**config.mk**
```make
export PLATFORM = sky130hd
export DESIGN_NAME = pps_port
export DESIGN_NICKNAME = d
export VERILOG_FILES = /design/src/common/pps_pkg.sv /design/src/hdl/pps_port.sv /design/src/hdl/pps_slot.sv
export SDC_FILE = /design/constraint.sdc
export NUM_CORES = 1
export LEC_CHECK = 0
export BUFFER_PORTS_ARGS = -buffer_cell sky130_fd_sc_hd__buf_2
export CORE_UTILIZATION = 50
export DETAILED_ROUTE_END_ITERATION = 12
export PLACE_DENSITY = 0.67
export SYNTH_ARGS = -nofsm -noshare
export SYNTH_HDL_FRONTEND = slang
export SYNTH_SLANG_ARGS = --single-unit
export TNS_END_PERCENT = 50
```
**constraint.sdc**
```tcl
create_clock -name clk_i -period 3.8 [get_ports clk_i]
set_clock_uncertainty 0.05 [all_clocks]
set_input_delay 0 -clock clk_i [delete_from_list [all_inputs] [get_ports clk_i]]
set_output_delay 0 -clock clk_i [all_outputs]
set_load 0.005 [all_outputs]
```
**src/common/pps_pkg.sv**
```systemverilog
// Package: register map, field positions, reset values and state types of the PCM port block
package pps_pkg;
    localparam logic [6:0] REG_SERIAL_MODE   = 7'h00;
    localparam logic [6:0] REG_PCM_MODE      = 7'h01;
    localparam logic [6:0] REG_TX_START_LOW  = 7'h02;
    localparam logic [6:0] REG_TX_START_HIGH = 7'h03;
    localparam logic [6:0] REG_RX_START_LOW  = 7'h04;
    localparam logic [6:0] REG_RX_START_HIGH = 7'h05;

    localparam int CHAIN_BIT  = 7;
    localparam int REL_BIT    = 6;
    localparam int XFER_BIT   = 5;
    localparam int CODING_LSB = 3;
    localparam int WIDTH_BIT  = 2;
    localparam int DBL_BIT    = 1;
    localparam int TRI_BIT    = 0;
    localparam int READ_BIT   = 7;

    localparam logic [7:0] SERIAL_MODE_RST = 8'h00;
    localparam logic [7:0] PCM_MODE_RST    = 8'h08;
    localparam logic [9:0] START_RST       = 10'h000;

    localparam logic [1:0] CODE_ALAW   = 2'h0;
    localparam logic [1:0] CODE_MULAW  = 2'h1;
    localparam logic [1:0] CODE_RSVD   = 2'h2;
    localparam logic [1:0] CODE_LINEAR = 2'h3;

    localparam logic [2:0] BYTE_LAST  = 3'h7;
    localparam logic [3:0] LAST_BIT8  = 4'h7;
    localparam logic [3:0] LAST_BIT16 = 4'hF;
    localparam logic [9:0] COUNT_MAX  = 10'h3FF;

    typedef enum logic [1:0] {
        SPI_IDLE,
        SPI_CMD,
        SPI_DATA
    } pps_spi_st_t;
endpackage

```
**src/hdl/pps_port.sv**
```systemverilog
// Control port register file and PCM highway slot logic
`timescale 1ns/10ps
module pps_port #(
    parameter logic [1:0] PART_ID = 2'h2, // Arbitrary value
    parameter logic [3:0] REV_ID  = 4'h5  // Arbitrary value
) (
    input  wire logic        clk_i,
    input  wire logic        rst_b_i,
    input  wire logic        spi_cs_b_i,
    input  wire logic        spi_sclk_i,
    input  wire logic        spi_sdi_i,
    output logic             spi_sdo_o,
    output logic             spi_sdo_oe_o,
    input  wire logic        pcm_clk_i,
    input  wire logic        frame_sync_i,
    input  wire logic        pcm_drx_i,
    output logic             pcm_dtx_o,
    output logic             pcm_dtx_oe_o,
    input  wire logic [15:0] tx_sample_i,
    output logic             tx_taken_o,
    output logic [15:0]      rx_sample_o,
    output logic             rx_valid_o,
    output logic [1:0]       sample_coding_o
);
    typedef struct packed {
        logic [2:0]           sp_pclk;
        logic [2:0]           sp_frame_sync;
        logic [2:0]           sp_drx;
        logic [2:0]           sp_cs;
        logic [2:0]           sp_sclk;
        logic [2:0]           sp_sdi;
        logic                 chain;
        logic                 rel_mode;
        logic                 xfer_en;
        logic [1:0]           coding;
        logic                 wide;
        logic                 dbl;
        logic                 tri_neg;
        logic [9:0]           tx_off;
        logic [9:0]           rx_off;
        pps_pkg::pps_spi_st_t spi_st;
        logic [2:0]           spi_cnt;
        logic [7:0]           spi_in;
        logic [7:0]           cmd;
        logic [7:0]           spi_out;
        logic                 sdo;
        logic                 sdo_oe;
        logic [15:0]          tx_sh;
        logic                 dtx_oe;
        logic [15:0]          rx_sh;
        logic [15:0]          rx_word;
        logic                 rx_valid;
        logic                 tx_taken;
    } pps_state_t;

    pps_state_t  st;
    pps_state_t  next_st;
    logic        pclk_rise;
    logic        pclk_fall;
    logic        frame;
    logic        cs_rise;
    logic        cs_fall;
    logic        sck_rise;
    logic        sck_fall;
    logic        slot_en;
    logic [7:0]  byte_in;
    logic [7:0]  rdata;
    logic [15:0] rx_next;
    logic [9:0]  offs     [2];
    logic [1:0]  s_start;
    logic [1:0]  s_next;
    logic [1:0]  s_end;
    logic [1:0]  s_sample;
    logic [1:0]  s_final;

    function automatic logic [7:0] read_reg(input pps_state_t s, input logic [6:0] a);
        if (a == pps_pkg::REG_SERIAL_MODE) begin
            read_reg = {s.chain, s.rel_mode, PART_ID, REV_ID};
        end else if (a == pps_pkg::REG_PCM_MODE) begin
            read_reg = {2'h0, s.xfer_en, s.coding, s.wide, s.dbl, s.tri_neg};
        end else if (a == pps_pkg::REG_TX_START_LOW) begin
            read_reg = s.tx_off[7:0];
        end else if (a == pps_pkg::REG_TX_START_HIGH) begin
            read_reg = {6'h00, s.tx_off[9:8]};
        end else if (a == pps_pkg::REG_RX_START_LOW) begin
            read_reg = s.rx_off[7:0];
        end else if (a == pps_pkg::REG_RX_START_HIGH) begin
            read_reg = {6'h00, s.rx_off[9:8]};
        end else begin
            read_reg = 8'h00;
        end
    endfunction

    // Edges come from the second and third stages only
    assign pclk_rise = st.sp_pclk[1] && !st.sp_pclk[2];
    assign pclk_fall = !st.sp_pclk[1] && st.sp_pclk[2];
    assign frame     = pclk_rise && st.sp_frame_sync[1];
    assign cs_rise   = st.sp_cs[1] && !st.sp_cs[2];
    assign cs_fall   = !st.sp_cs[1] && st.sp_cs[2];
    assign sck_rise  = st.sp_sclk[1] && !st.sp_sclk[2];
    assign sck_fall  = !st.sp_sclk[1] && st.sp_sclk[2];
    assign byte_in   = {st.spi_in[6:0], st.sp_sdi[1]};
    assign rdata     = read_reg(st, byte_in[6:0]);
    assign slot_en   = st.xfer_en && (st.coding != pps_pkg::CODE_RSVD);
    assign offs[0]   = st.tx_off;
    assign offs[1]   = st.rx_off;

    generate
        for (genvar i = 0; i < 2; i++) begin : g_slot
            pps_slot u_slot (
                .clk_i        (clk_i),
                .rst_b_i      (rst_b_i),
                .rise_i       (pclk_rise),
                .fall_i       (pclk_fall),
                .frame_i      (frame),
                .enable_i     (slot_en),
                .offset_i     (offs[i]),
                .wide_i       (st.wide),
                .dbl_i        (st.dbl),
                .start_o      (s_start[i]),
                .next_o       (s_next[i]),
                .end_o        (s_end[i]),
                .sample_o     (s_sample[i]),
                .final_fall_o (s_final[i])
            );
        end
    endgenerate

    always_comb begin
        next_st          = st;
        next_st.sp_pclk  = {st.sp_pclk[1:0], pcm_clk_i};
        next_st.sp_frame_sync = {st.sp_frame_sync[1:0], frame_sync_i};
        next_st.sp_drx   = {st.sp_drx[1:0], pcm_drx_i};
        next_st.sp_cs    = {st.sp_cs[1:0], spi_cs_b_i};
        next_st.sp_sclk  = {st.sp_sclk[1:0], spi_sclk_i};
        next_st.sp_sdi   = {st.sp_sdi[1:0], spi_sdi_i};
        next_st.rx_valid = 1'b0;
        next_st.tx_taken = s_start[0];
        rx_next          = {st.rx_sh[14:0], st.sp_drx[1]};

        if (cs_rise) begin
            next_st.spi_st = pps_pkg::SPI_IDLE;
            next_st.sdo_oe = 1'b0;
        end else if (cs_fall) begin
            next_st.spi_st  = pps_pkg::SPI_CMD;
            next_st.spi_cnt = 3'h0;
            next_st.spi_out = 8'h00;
            next_st.sdo_oe  = st.chain;
        end else if (st.spi_st != pps_pkg::SPI_IDLE) begin
            if (sck_rise) begin
                next_st.spi_in  = byte_in;
                next_st.spi_cnt = st.spi_cnt + 3'h1;
                if (st.spi_cnt == pps_pkg::BYTE_LAST) begin
                    case (st.spi_st)
                        pps_pkg::SPI_CMD: begin
                            next_st.cmd    = byte_in;
                            next_st.spi_st = pps_pkg::SPI_DATA;
                            if (byte_in[pps_pkg::READ_BIT]) begin
                                next_st.spi_out = rdata;
                                next_st.sdo_oe  = 1'b1;
                            end else begin
                                // Chain forwards the command a byte late
                                next_st.spi_out = byte_in;
                            end
                        end
                        default: begin
                            next_st.spi_st  = pps_pkg::SPI_CMD;
                            next_st.spi_out = byte_in;
                            if (!st.rel_mode) begin
                                next_st.sdo_oe = 1'b0;
                            end
                            if (!st.cmd[pps_pkg::READ_BIT]) begin
                                if (st.cmd[6:0] == pps_pkg::REG_SERIAL_MODE) begin
                                    next_st.chain    = byte_in[pps_pkg::CHAIN_BIT];
                                    next_st.rel_mode = byte_in[pps_pkg::REL_BIT];
                                end else if (st.cmd[6:0] == pps_pkg::REG_PCM_MODE) begin
                                    next_st.xfer_en = byte_in[pps_pkg::XFER_BIT];
                                    next_st.coding  = byte_in[pps_pkg::CODING_LSB +: 2];
                                    next_st.wide    = byte_in[pps_pkg::WIDTH_BIT];
                                    next_st.dbl     = byte_in[pps_pkg::DBL_BIT];
                                    next_st.tri_neg = byte_in[pps_pkg::TRI_BIT];
                                end else if (st.cmd[6:0] == pps_pkg::REG_TX_START_LOW) begin
                                    next_st.tx_off[7:0] = byte_in;
                                end else if (st.cmd[6:0] == pps_pkg::REG_TX_START_HIGH) begin
                                    next_st.tx_off[9:8] = byte_in[1:0];
                                end else if (st.cmd[6:0] == pps_pkg::REG_RX_START_LOW) begin
                                    next_st.rx_off[7:0] = byte_in;
                                end else if (st.cmd[6:0] == pps_pkg::REG_RX_START_HIGH) begin
                                    next_st.rx_off[9:8] = byte_in[1:0];
                                end
                            end
                        end
                    endcase
                end
            end
            if (sck_fall) begin
                next_st.sdo     = st.spi_out[7];
                next_st.spi_out = {st.spi_out[6:0], 1'b0};
            end
        end

        // Transmit slot
        if (s_start[0]) begin
            next_st.tx_sh  = st.wide ? tx_sample_i : {tx_sample_i[7:0], 8'h00};
            next_st.dtx_oe = 1'b1;
        end else if (s_next[0]) begin
            next_st.tx_sh = {st.tx_sh[14:0], 1'b0};
        end
        if (st.tri_neg ? s_final[0] : s_end[0]) begin
            next_st.dtx_oe = 1'b0;
        end

        // Receive slot
        if (s_sample[1]) begin
            next_st.rx_sh = rx_next;
            if (s_final[1]) begin
                next_st.rx_word  = st.wide ? rx_next : {8'h00, rx_next[7:0]};
                next_st.rx_valid = 1'b1;
            end
        end
    end

    always_ff @(posedge clk_i or negedge rst_b_i) begin
        if (!rst_b_i) begin
            next_st_reset: begin
                st          <= '0;
                st.sp_cs    <= 3'h7;
                st.chain    <= pps_pkg::SERIAL_MODE_RST[pps_pkg::CHAIN_BIT];
                st.rel_mode <= pps_pkg::SERIAL_MODE_RST[pps_pkg::REL_BIT];
                st.xfer_en  <= pps_pkg::PCM_MODE_RST[pps_pkg::XFER_BIT];
                st.coding   <= pps_pkg::PCM_MODE_RST[pps_pkg::CODING_LSB +: 2];
                st.wide     <= pps_pkg::PCM_MODE_RST[pps_pkg::WIDTH_BIT];
                st.dbl      <= pps_pkg::PCM_MODE_RST[pps_pkg::DBL_BIT];
                st.tri_neg  <= pps_pkg::PCM_MODE_RST[pps_pkg::TRI_BIT];
                st.tx_off   <= pps_pkg::START_RST;
                st.rx_off   <= pps_pkg::START_RST;
                st.spi_st   <= pps_pkg::SPI_IDLE;
            end
        end else begin
            st <= next_st;
        end
    end

    assign spi_sdo_o       = st.sdo;
    assign spi_sdo_oe_o    = st.sdo_oe;
    assign pcm_dtx_o       = st.tx_sh[15];
    assign pcm_dtx_oe_o    = st.dtx_oe;
    assign tx_taken_o      = st.tx_taken;
    assign rx_sample_o     = st.rx_word;
    assign rx_valid_o      = st.rx_valid;
    assign sample_coding_o = st.coding;

    // Helper counters watched only by the checks below
    logic       h_seen;
    logic [4:0] h_bits;
    logic [1:0] h_rises;
    logic [9:0] h_since;
    always_ff @(posedge clk_i or negedge rst_b_i) begin
        if (!rst_b_i) begin
            h_seen  <= 1'b0;
            h_bits  <= 5'h00;
            h_rises <= 2'h0;
            h_since <= 10'h000;
        end else begin
            h_seen <= 1'b1;
            if (s_start[0]) begin
                h_bits <= 5'h01;
            end else if (s_next[0]) begin
                h_bits <= h_bits + 5'h01;
            end
            if (s_start[0] || s_next[0]) begin
                h_rises <= 2'h0;
            end else if (pclk_rise && h_rises != 2'h3) begin
                h_rises <= h_rises + 2'h1;
            end
            if (frame) begin
                h_since <= 10'h000;
            end else if (pclk_rise && h_since != pps_pkg::COUNT_MAX) begin
                h_since <= h_since + 10'h001;
            end
        end
    end
    logic [9:0] h_now;
    assign h_now = frame ? 10'h000 : (h_since == pps_pkg::COUNT_MAX ? h_since : h_since + 10'h001);

    a_chain_drive_on: assert property (@(posedge clk_i) disable iff (!rst_b_i)
        cs_fall && st.chain && st.spi_st == pps_pkg::SPI_IDLE |=> spi_sdo_oe_o) else $error("chain mode not driving");
    a_release_at_lsb: assert property (@(posedge clk_i) disable iff (!rst_b_i)
        !cs_rise && !cs_fall && sck_rise && st.spi_st == pps_pkg::SPI_DATA && st.spi_cnt == 3'h7 && !st.rel_mode
        |=> !spi_sdo_oe_o) else $error("sdo not released at lsb");
    a_hold_until_cs: assert property (@(posedge clk_i) disable iff (!rst_b_i)
        st.rel_mode && spi_sdo_oe_o && !cs_rise && !sck_rise |=> spi_sdo_oe_o) else $error("sdo dropped before cs");
    a_disabled_no_tx: assert property (@(posedge clk_i) disable iff (!rst_b_i)
        !st.xfer_en |-> s_start == 2'h0) else $error("transfer while disabled");
    a_reserved_code: assert property (@(posedge clk_i) disable iff (!rst_b_i)
        st.coding == pps_pkg::CODE_RSVD |-> s_start == 2'h0 ##1 !tx_taken_o) else $error("reserved coding used");
    a_sample_width: assert property (@(posedge clk_i) disable iff (!rst_b_i)
        s_end[0] |-> h_bits == (st.wide ? 5'h10 : 5'h08)) else $error("wrong sample width");
    a_clocks_per_bit: assert property (@(posedge clk_i) disable iff (!rst_b_i)
        s_next[0] || s_end[0] |-> h_rises == (st.dbl ? 2'h1 : 2'h0)) else $error("wrong clocks per bit");
    a_tri_edge: assert property (@(posedge clk_i) disable iff (!rst_b_i)
        (st.tri_neg ? s_final[0] : s_end[0]) |=> !pcm_dtx_oe_o) else $error("dtx not released");
    a_tx_offset: assert property (@(posedge clk_i) disable iff (!rst_b_i)
        s_start[0] |-> h_now == st.tx_off ##1 tx_taken_o && pcm_dtx_oe_o) else $error("tx start misplaced");
    a_rx_offset: assert property (@(posedge clk_i) disable iff (!rst_b_i)
        s_start[1] |-> h_now == st.rx_off) else $error("rx start misplaced");
    a_mode_reset: assert property (@(posedge clk_i) disable iff (!rst_b_i)
        !h_seen |-> read_reg(st, pps_pkg::REG_PCM_MODE) == pps_pkg::PCM_MODE_RST) else $error("bad mode reset");
endmodule

```
**src/hdl/pps_slot.sv**
```systemverilog
// One slot timer: counts bit clocks from frame sync and paces the bits of one sample
`timescale 1ns/10ps
module pps_slot (
    input  wire logic       clk_i,
    input  wire logic       rst_b_i,
    input  wire logic       rise_i,
    input  wire logic       fall_i,
    input  wire logic       frame_i,
    input  wire logic       enable_i,
    input  wire logic [9:0] offset_i,
    input  wire logic       wide_i,
    input  wire logic       dbl_i,
    output logic            start_o,
    output logic            next_o,
    output logic            end_o,
    output logic            sample_o,
    output logic            final_fall_o
);
    typedef struct packed {
        logic       armed;
        logic       active;
        logic       phase;
        logic [3:0] bitn;
        logic [9:0] cnt;
    } pps_slot_t;

    pps_slot_t  st;
    pps_slot_t  next_st;
    logic [9:0] cnt_now;
    logic [3:0] last;
    logic       start;
    logic       nxt;
    logic       fin;

    always_comb begin
        next_st = st;
        start   = 1'b0;
        nxt     = 1'b0;
        fin     = 1'b0;
        last    = wide_i ? pps_pkg::LAST_BIT16 : pps_pkg::LAST_BIT8;
        // Frame sync restarts the count from zero
        if (frame_i) begin
            cnt_now = '0;
        end else if (st.cnt == pps_pkg::COUNT_MAX) begin
            cnt_now = st.cnt;
        end else begin
            cnt_now = st.cnt + 10'h001;
        end
        if (rise_i) begin
            next_st.cnt = cnt_now;
            if (frame_i) begin
                next_st.armed = 1'b1;
            end
            if (st.active) begin
                if (dbl_i && !st.phase) begin
                    next_st.phase = 1'b1;
                end else begin
                    next_st.phase = 1'b0;
                    if (st.bitn == last) begin
                        next_st.active = 1'b0;
                        fin            = 1'b1;
                    end else begin
                        next_st.bitn = st.bitn + 4'h1;
                        nxt          = 1'b1;
                    end
                end
            // Slot may not start on the edge that ends the previous one
            end else if ((st.armed || frame_i) && enable_i && cnt_now == offset_i) begin
                next_st.active = 1'b1;
                next_st.bitn   = 4'h0;
                next_st.phase  = 1'b0;
                next_st.armed  = 1'b0;
                start          = 1'b1;
            end
        end
    end

    always_ff @(posedge clk_i or negedge rst_b_i) begin
        if (!rst_b_i) begin
            st <= '0;
        end else begin
            st <= next_st;
        end
    end

    assign start_o      = start;
    assign next_o       = nxt;
    assign end_o        = fin;
    assign sample_o     = fall_i && st.active && (st.phase == dbl_i);
    assign final_fall_o = sample_o && (st.bitn == last);
endmodule

```
==> summary.txt <==
Run status
  – Status: finished, final reports clean

CTS
  – Post-CTS setup buffer count: 0
  – Root Buffer: clkbuf_16
  – H-Tree Depth: 4
  – Buffer depth of the longest clock path: 2
  – CTS tree: built
  – Worst-Skew Late Latency: 0.42 ns
  – Clk sinks: 157
  – Clock Pin Slew Worst Setup and Hold Paths: 0.07 ns
  – CTS Buf Count: 17

Timing
  – Worst slew margin: 0.239
  – Final hold vios: 0
  – Worst Max-Slew Pin Slew: 1.14 ns
  – Setup ws final: 0.544 ns
  – Unrepaired setup endpoints after global routing: no
  – Fmax: 307 MHz
  – Endpoints failing setup: 0
  – Setup TNS Final: 0 ns
  – Fin crit share: 0.857
  – Min Tclk post-route: 3.26 ns
  – Final Max Tran Viols: 0

Logic synthesis
  – Compound-Gate Fraction of Synth Area: 0.159
  – Post-Syn Nets: 867
  – Ys Warns: 0
  – Asr flop ratio synth: 1.00
  – Top cells by count, synth: 153 x dfrtp_1, 92 x nand2_1, 64 x mux2_2, 51 x nor2_1, 47 x o21ai_0
  – Synth unique cells: 87
  – Post-synth EDFFs: 0
  – Post-Synth XOR/XNOR Area: 0.0157
  – Simple-gate share of the synthesized area: 0.176
  – Largest family of logic cells by synthesized area: simple AND/OR/NAND/NOR gates
  – Synth area leaders: dfrtp_1 46%, mux2_2 8.6%, nand2_1 4.1%, o21ai_0 2.8%, a21oi_1 2.5%
  – Post-Synthesis Cells: 833
  – Area share of fa/ha/maj cells after synthesis: 0.0150
  – Most used flip-flop cell after synthesis: dfrtp_1
  – Post-synth top area share: 0.459
  – Yosys reg bits: 157
  – Count leader, synth: dfrtp_1
  – Synth area leader: dfrtp_1
  – Seq/Total Area, Yosys: 0.472
  – Mapped Area: 0.00834 mm2
  – Mean Syn Cell Area: 10.0 um2
  – Mux share of post-synthesis cell area: 0.0984

Place
  – Place WS: 0.603 ns
  – GP Congestion: 0.930
  – Dpl hpwl: 13.1 mm
  – IO Port Bufs: 47

Run
  – Max_cap viols: 0

Setup path
  – Startpoint type of the worst setup path: flop
  – Crit path kind: flop to flop
  – Critical path peak fanout: 12
  – Endpoint class of the critical path: flop
  – Critical Path AT: 3.51 ns
  – WP data required: 4.05 ns

Layout
  – Register area: 0.00393 mm2
  – Ant diodes: 0
  – Multi-input logic area: 0.00388 mm2
  – # fillers: 1345
  – Layout cells sized above 1: 0.208
  – Syn-to-layout area delta: 11.0%
  – Total Nets Final: 893

Floorplanning
  – Die Y: 131 um
  – Core area: 0.0161 mm2
  – Die Wd: 131 um
  – Die Area: 0.0172 mm2
  – Row count: 46
  – IO Count: 48
  – Initial Utilization: 0.520

Hold path
  – Hold Crit Class: input port to flop

Routing
  – DRT iter0 DRCs: 549
  – WL per Instance: 18.0 um
  – Antenna Nets Post-Route: 0
  – Total number of vias: 6568
  – Drt drc: 0
  – DR pass1 iterations: 6
  – Drt total wl: 19.6 mm
  – Vias per cell: 6.04

Power
  – Power per cell area: 424 mW/mm2
  – Worst vdd ir: 0.364 mV
  – P_leak: 4.20 nW

GRT
  – First-pass GRT wire length: 32.9 mm
  – Initial antenna violation count: 0
  – Largest net degree at the start of global routing: 111
  – Grt peak-use layer: met2
  – Met2 usage: 0.381
  – Vias in the first global route: 6466
  – Total track usage: 0.237
  – Met1 Track Usage GR: 0.323
  – Met3 usage: 0.0417
  – GRT overflow: 0
## state kept, by name, summed over array words and instances, names as in the netlist
register / flops
sample_coding_o: 2
pcm_dtx_oe_o: 1
rx_valid_o: 1
rx_sample_o: 16
rx_next: 15
st: 45
next_st: 11
offs: 20
pcm_dtx_o: 1
g_slot.u_slot.st: 34
tx_taken_o: 1
spi_sdo_oe_o: 1
spi_sdo_o: 1
byte_in: 8
## final cells by class
type | count | area share
inverter | 20 | 0.00810
timing repair buffer | 80 | 0.0590
clock inverter | 12 | 0.0112
multi-input combinational | 583 | 0.418
clock buffer | 20 | 0.0493
tap | 216 | 0.0292
sequential | 157 | 0.425
## through the flow
stage	utilization	hold slack, ns	cell area [um2]	cells	total power, mW
2_1_floorplan	-	-0.346	8340	833	2.18
3_3_place_gp	0.528	0.0574	8470	1033	2.30
3_5_place_dp	0.528	0.0588	8470	1033	2.32
4_1_cts	0.577	0.146	9260	1088	3.94
5_1_grt	0.577	0.150	9260	1088	4.09
6_report	0.577	0.166	9260	1088	3.93
## logic make-up (layout without fill, tap and decap cells)
kind of cell / after synthesis / in the layout
AOI/OAI and AO/OA: 197 / 197
xor gates and xnor gates: 15 / 15
adders and majority gates: 10 / 10
buffers and inverters: 93 / 132
DFF: 157 / 157
muxes: 74 / 74
and+or+nand+nor: 287 / 287
## critical path, stage by stage, from the launching register on
cell	delay, ns
dfrtp_1	0.55
ha_1	0.28
nand3_1	0.21
or3_1	0.60
a221oi_2	0.24
o221ai_1	0.13
nor4_1	0.31
nand4_1	0.25
and2_4	0.24
a211o_1	0.29
## layout by cell type, fill, tap and decap left out, drive strengths merged, types with 5 or more instances in the layout
| cell type | n |
|---|---|
| clkbuf | 20 |
| xor2 | 8 |
| nand2b | 10 |
| a21o | 11 |
| nor2 | 52 |
| inv | 24 |
| nor3 | 26 |
| nand4 | 10 |
| and2 | 6 |
| and3 | 10 |
| a31oi | 16 |
| nand2 | 92 |
| o21a | 5 |
| dlygate4sd3 | 23 |
| mux2i | 10 |
| nor2b | 6 |
| nor4b | 5 |
| ha | 10 |
| dfrtp | 153 |
| a22oi | 10 |
| nor4 | 15 |
| o21ai | 47 |
| nand3 | 34 |
| clkinv | 6 |
| a21oi | 42 |
| a22o | 9 |
| xnor2 | 7 |
| mux2 | 64 |
| o22ai | 6 |
| buf | 57 |
## repair_timing
| action | 4_1_cts | 5_1_grt |
|---|---|---|
| hold endpoints to repair | 126 | 0 |
| gates resized for setup | 0 | 0 |
| hold buffers | 23 | 0 |
## power by group
group	switching (mW)	internal [mW]
registers	0.152	1.74
logic	0.252	0.171
clock network	0.722	0.888
total	1.13	2.80
## worst paths after layout
kind	from	to	slack, ns	depth (start not counted)
min in group asynchronous	rst_b_i	g_slot[1].u_slot.st[1]$_DFFE_PN0N_	0.23	2
worst min-delay path	pcm_drx_i	next_st[120]$_DFF_PN0_	0.17	2
worst min register to register	next_st[120]$_DFF_PN0_	next_st[121]$_DFF_PN0_	0.30	0
max in group asynchronous	rst_b_i	rx_sample_o[3]$_DFFE_PN0P_	2.54	3
worst max register to register	g_slot[1].u_slot.st[0]$_DFFE_PN0N_	g_slot[1].u_slot.st[11]$_DFFE_PN0P_	0.54	9
worst max-delay path	g_slot[1].u_slot.st[0]$_DFFE_PN0N_	g_slot[1].u_slot.st[11]$_DFFE_PN0P_	0.54	9
## per-layer routing
metal | part of all wire | vias to the layer above | wire length [um]
li1 | - | 3079 | -
met1 | 0.44 | 3214 | 8660
met2 | 0.48 | 235 | 9460
met3 | 0.054 | 40 | 1070
met4 | 0.021 | 0 | 409
met5 | 0 | - | 0
Note: power is estimated with default switching activity, not from simulation.
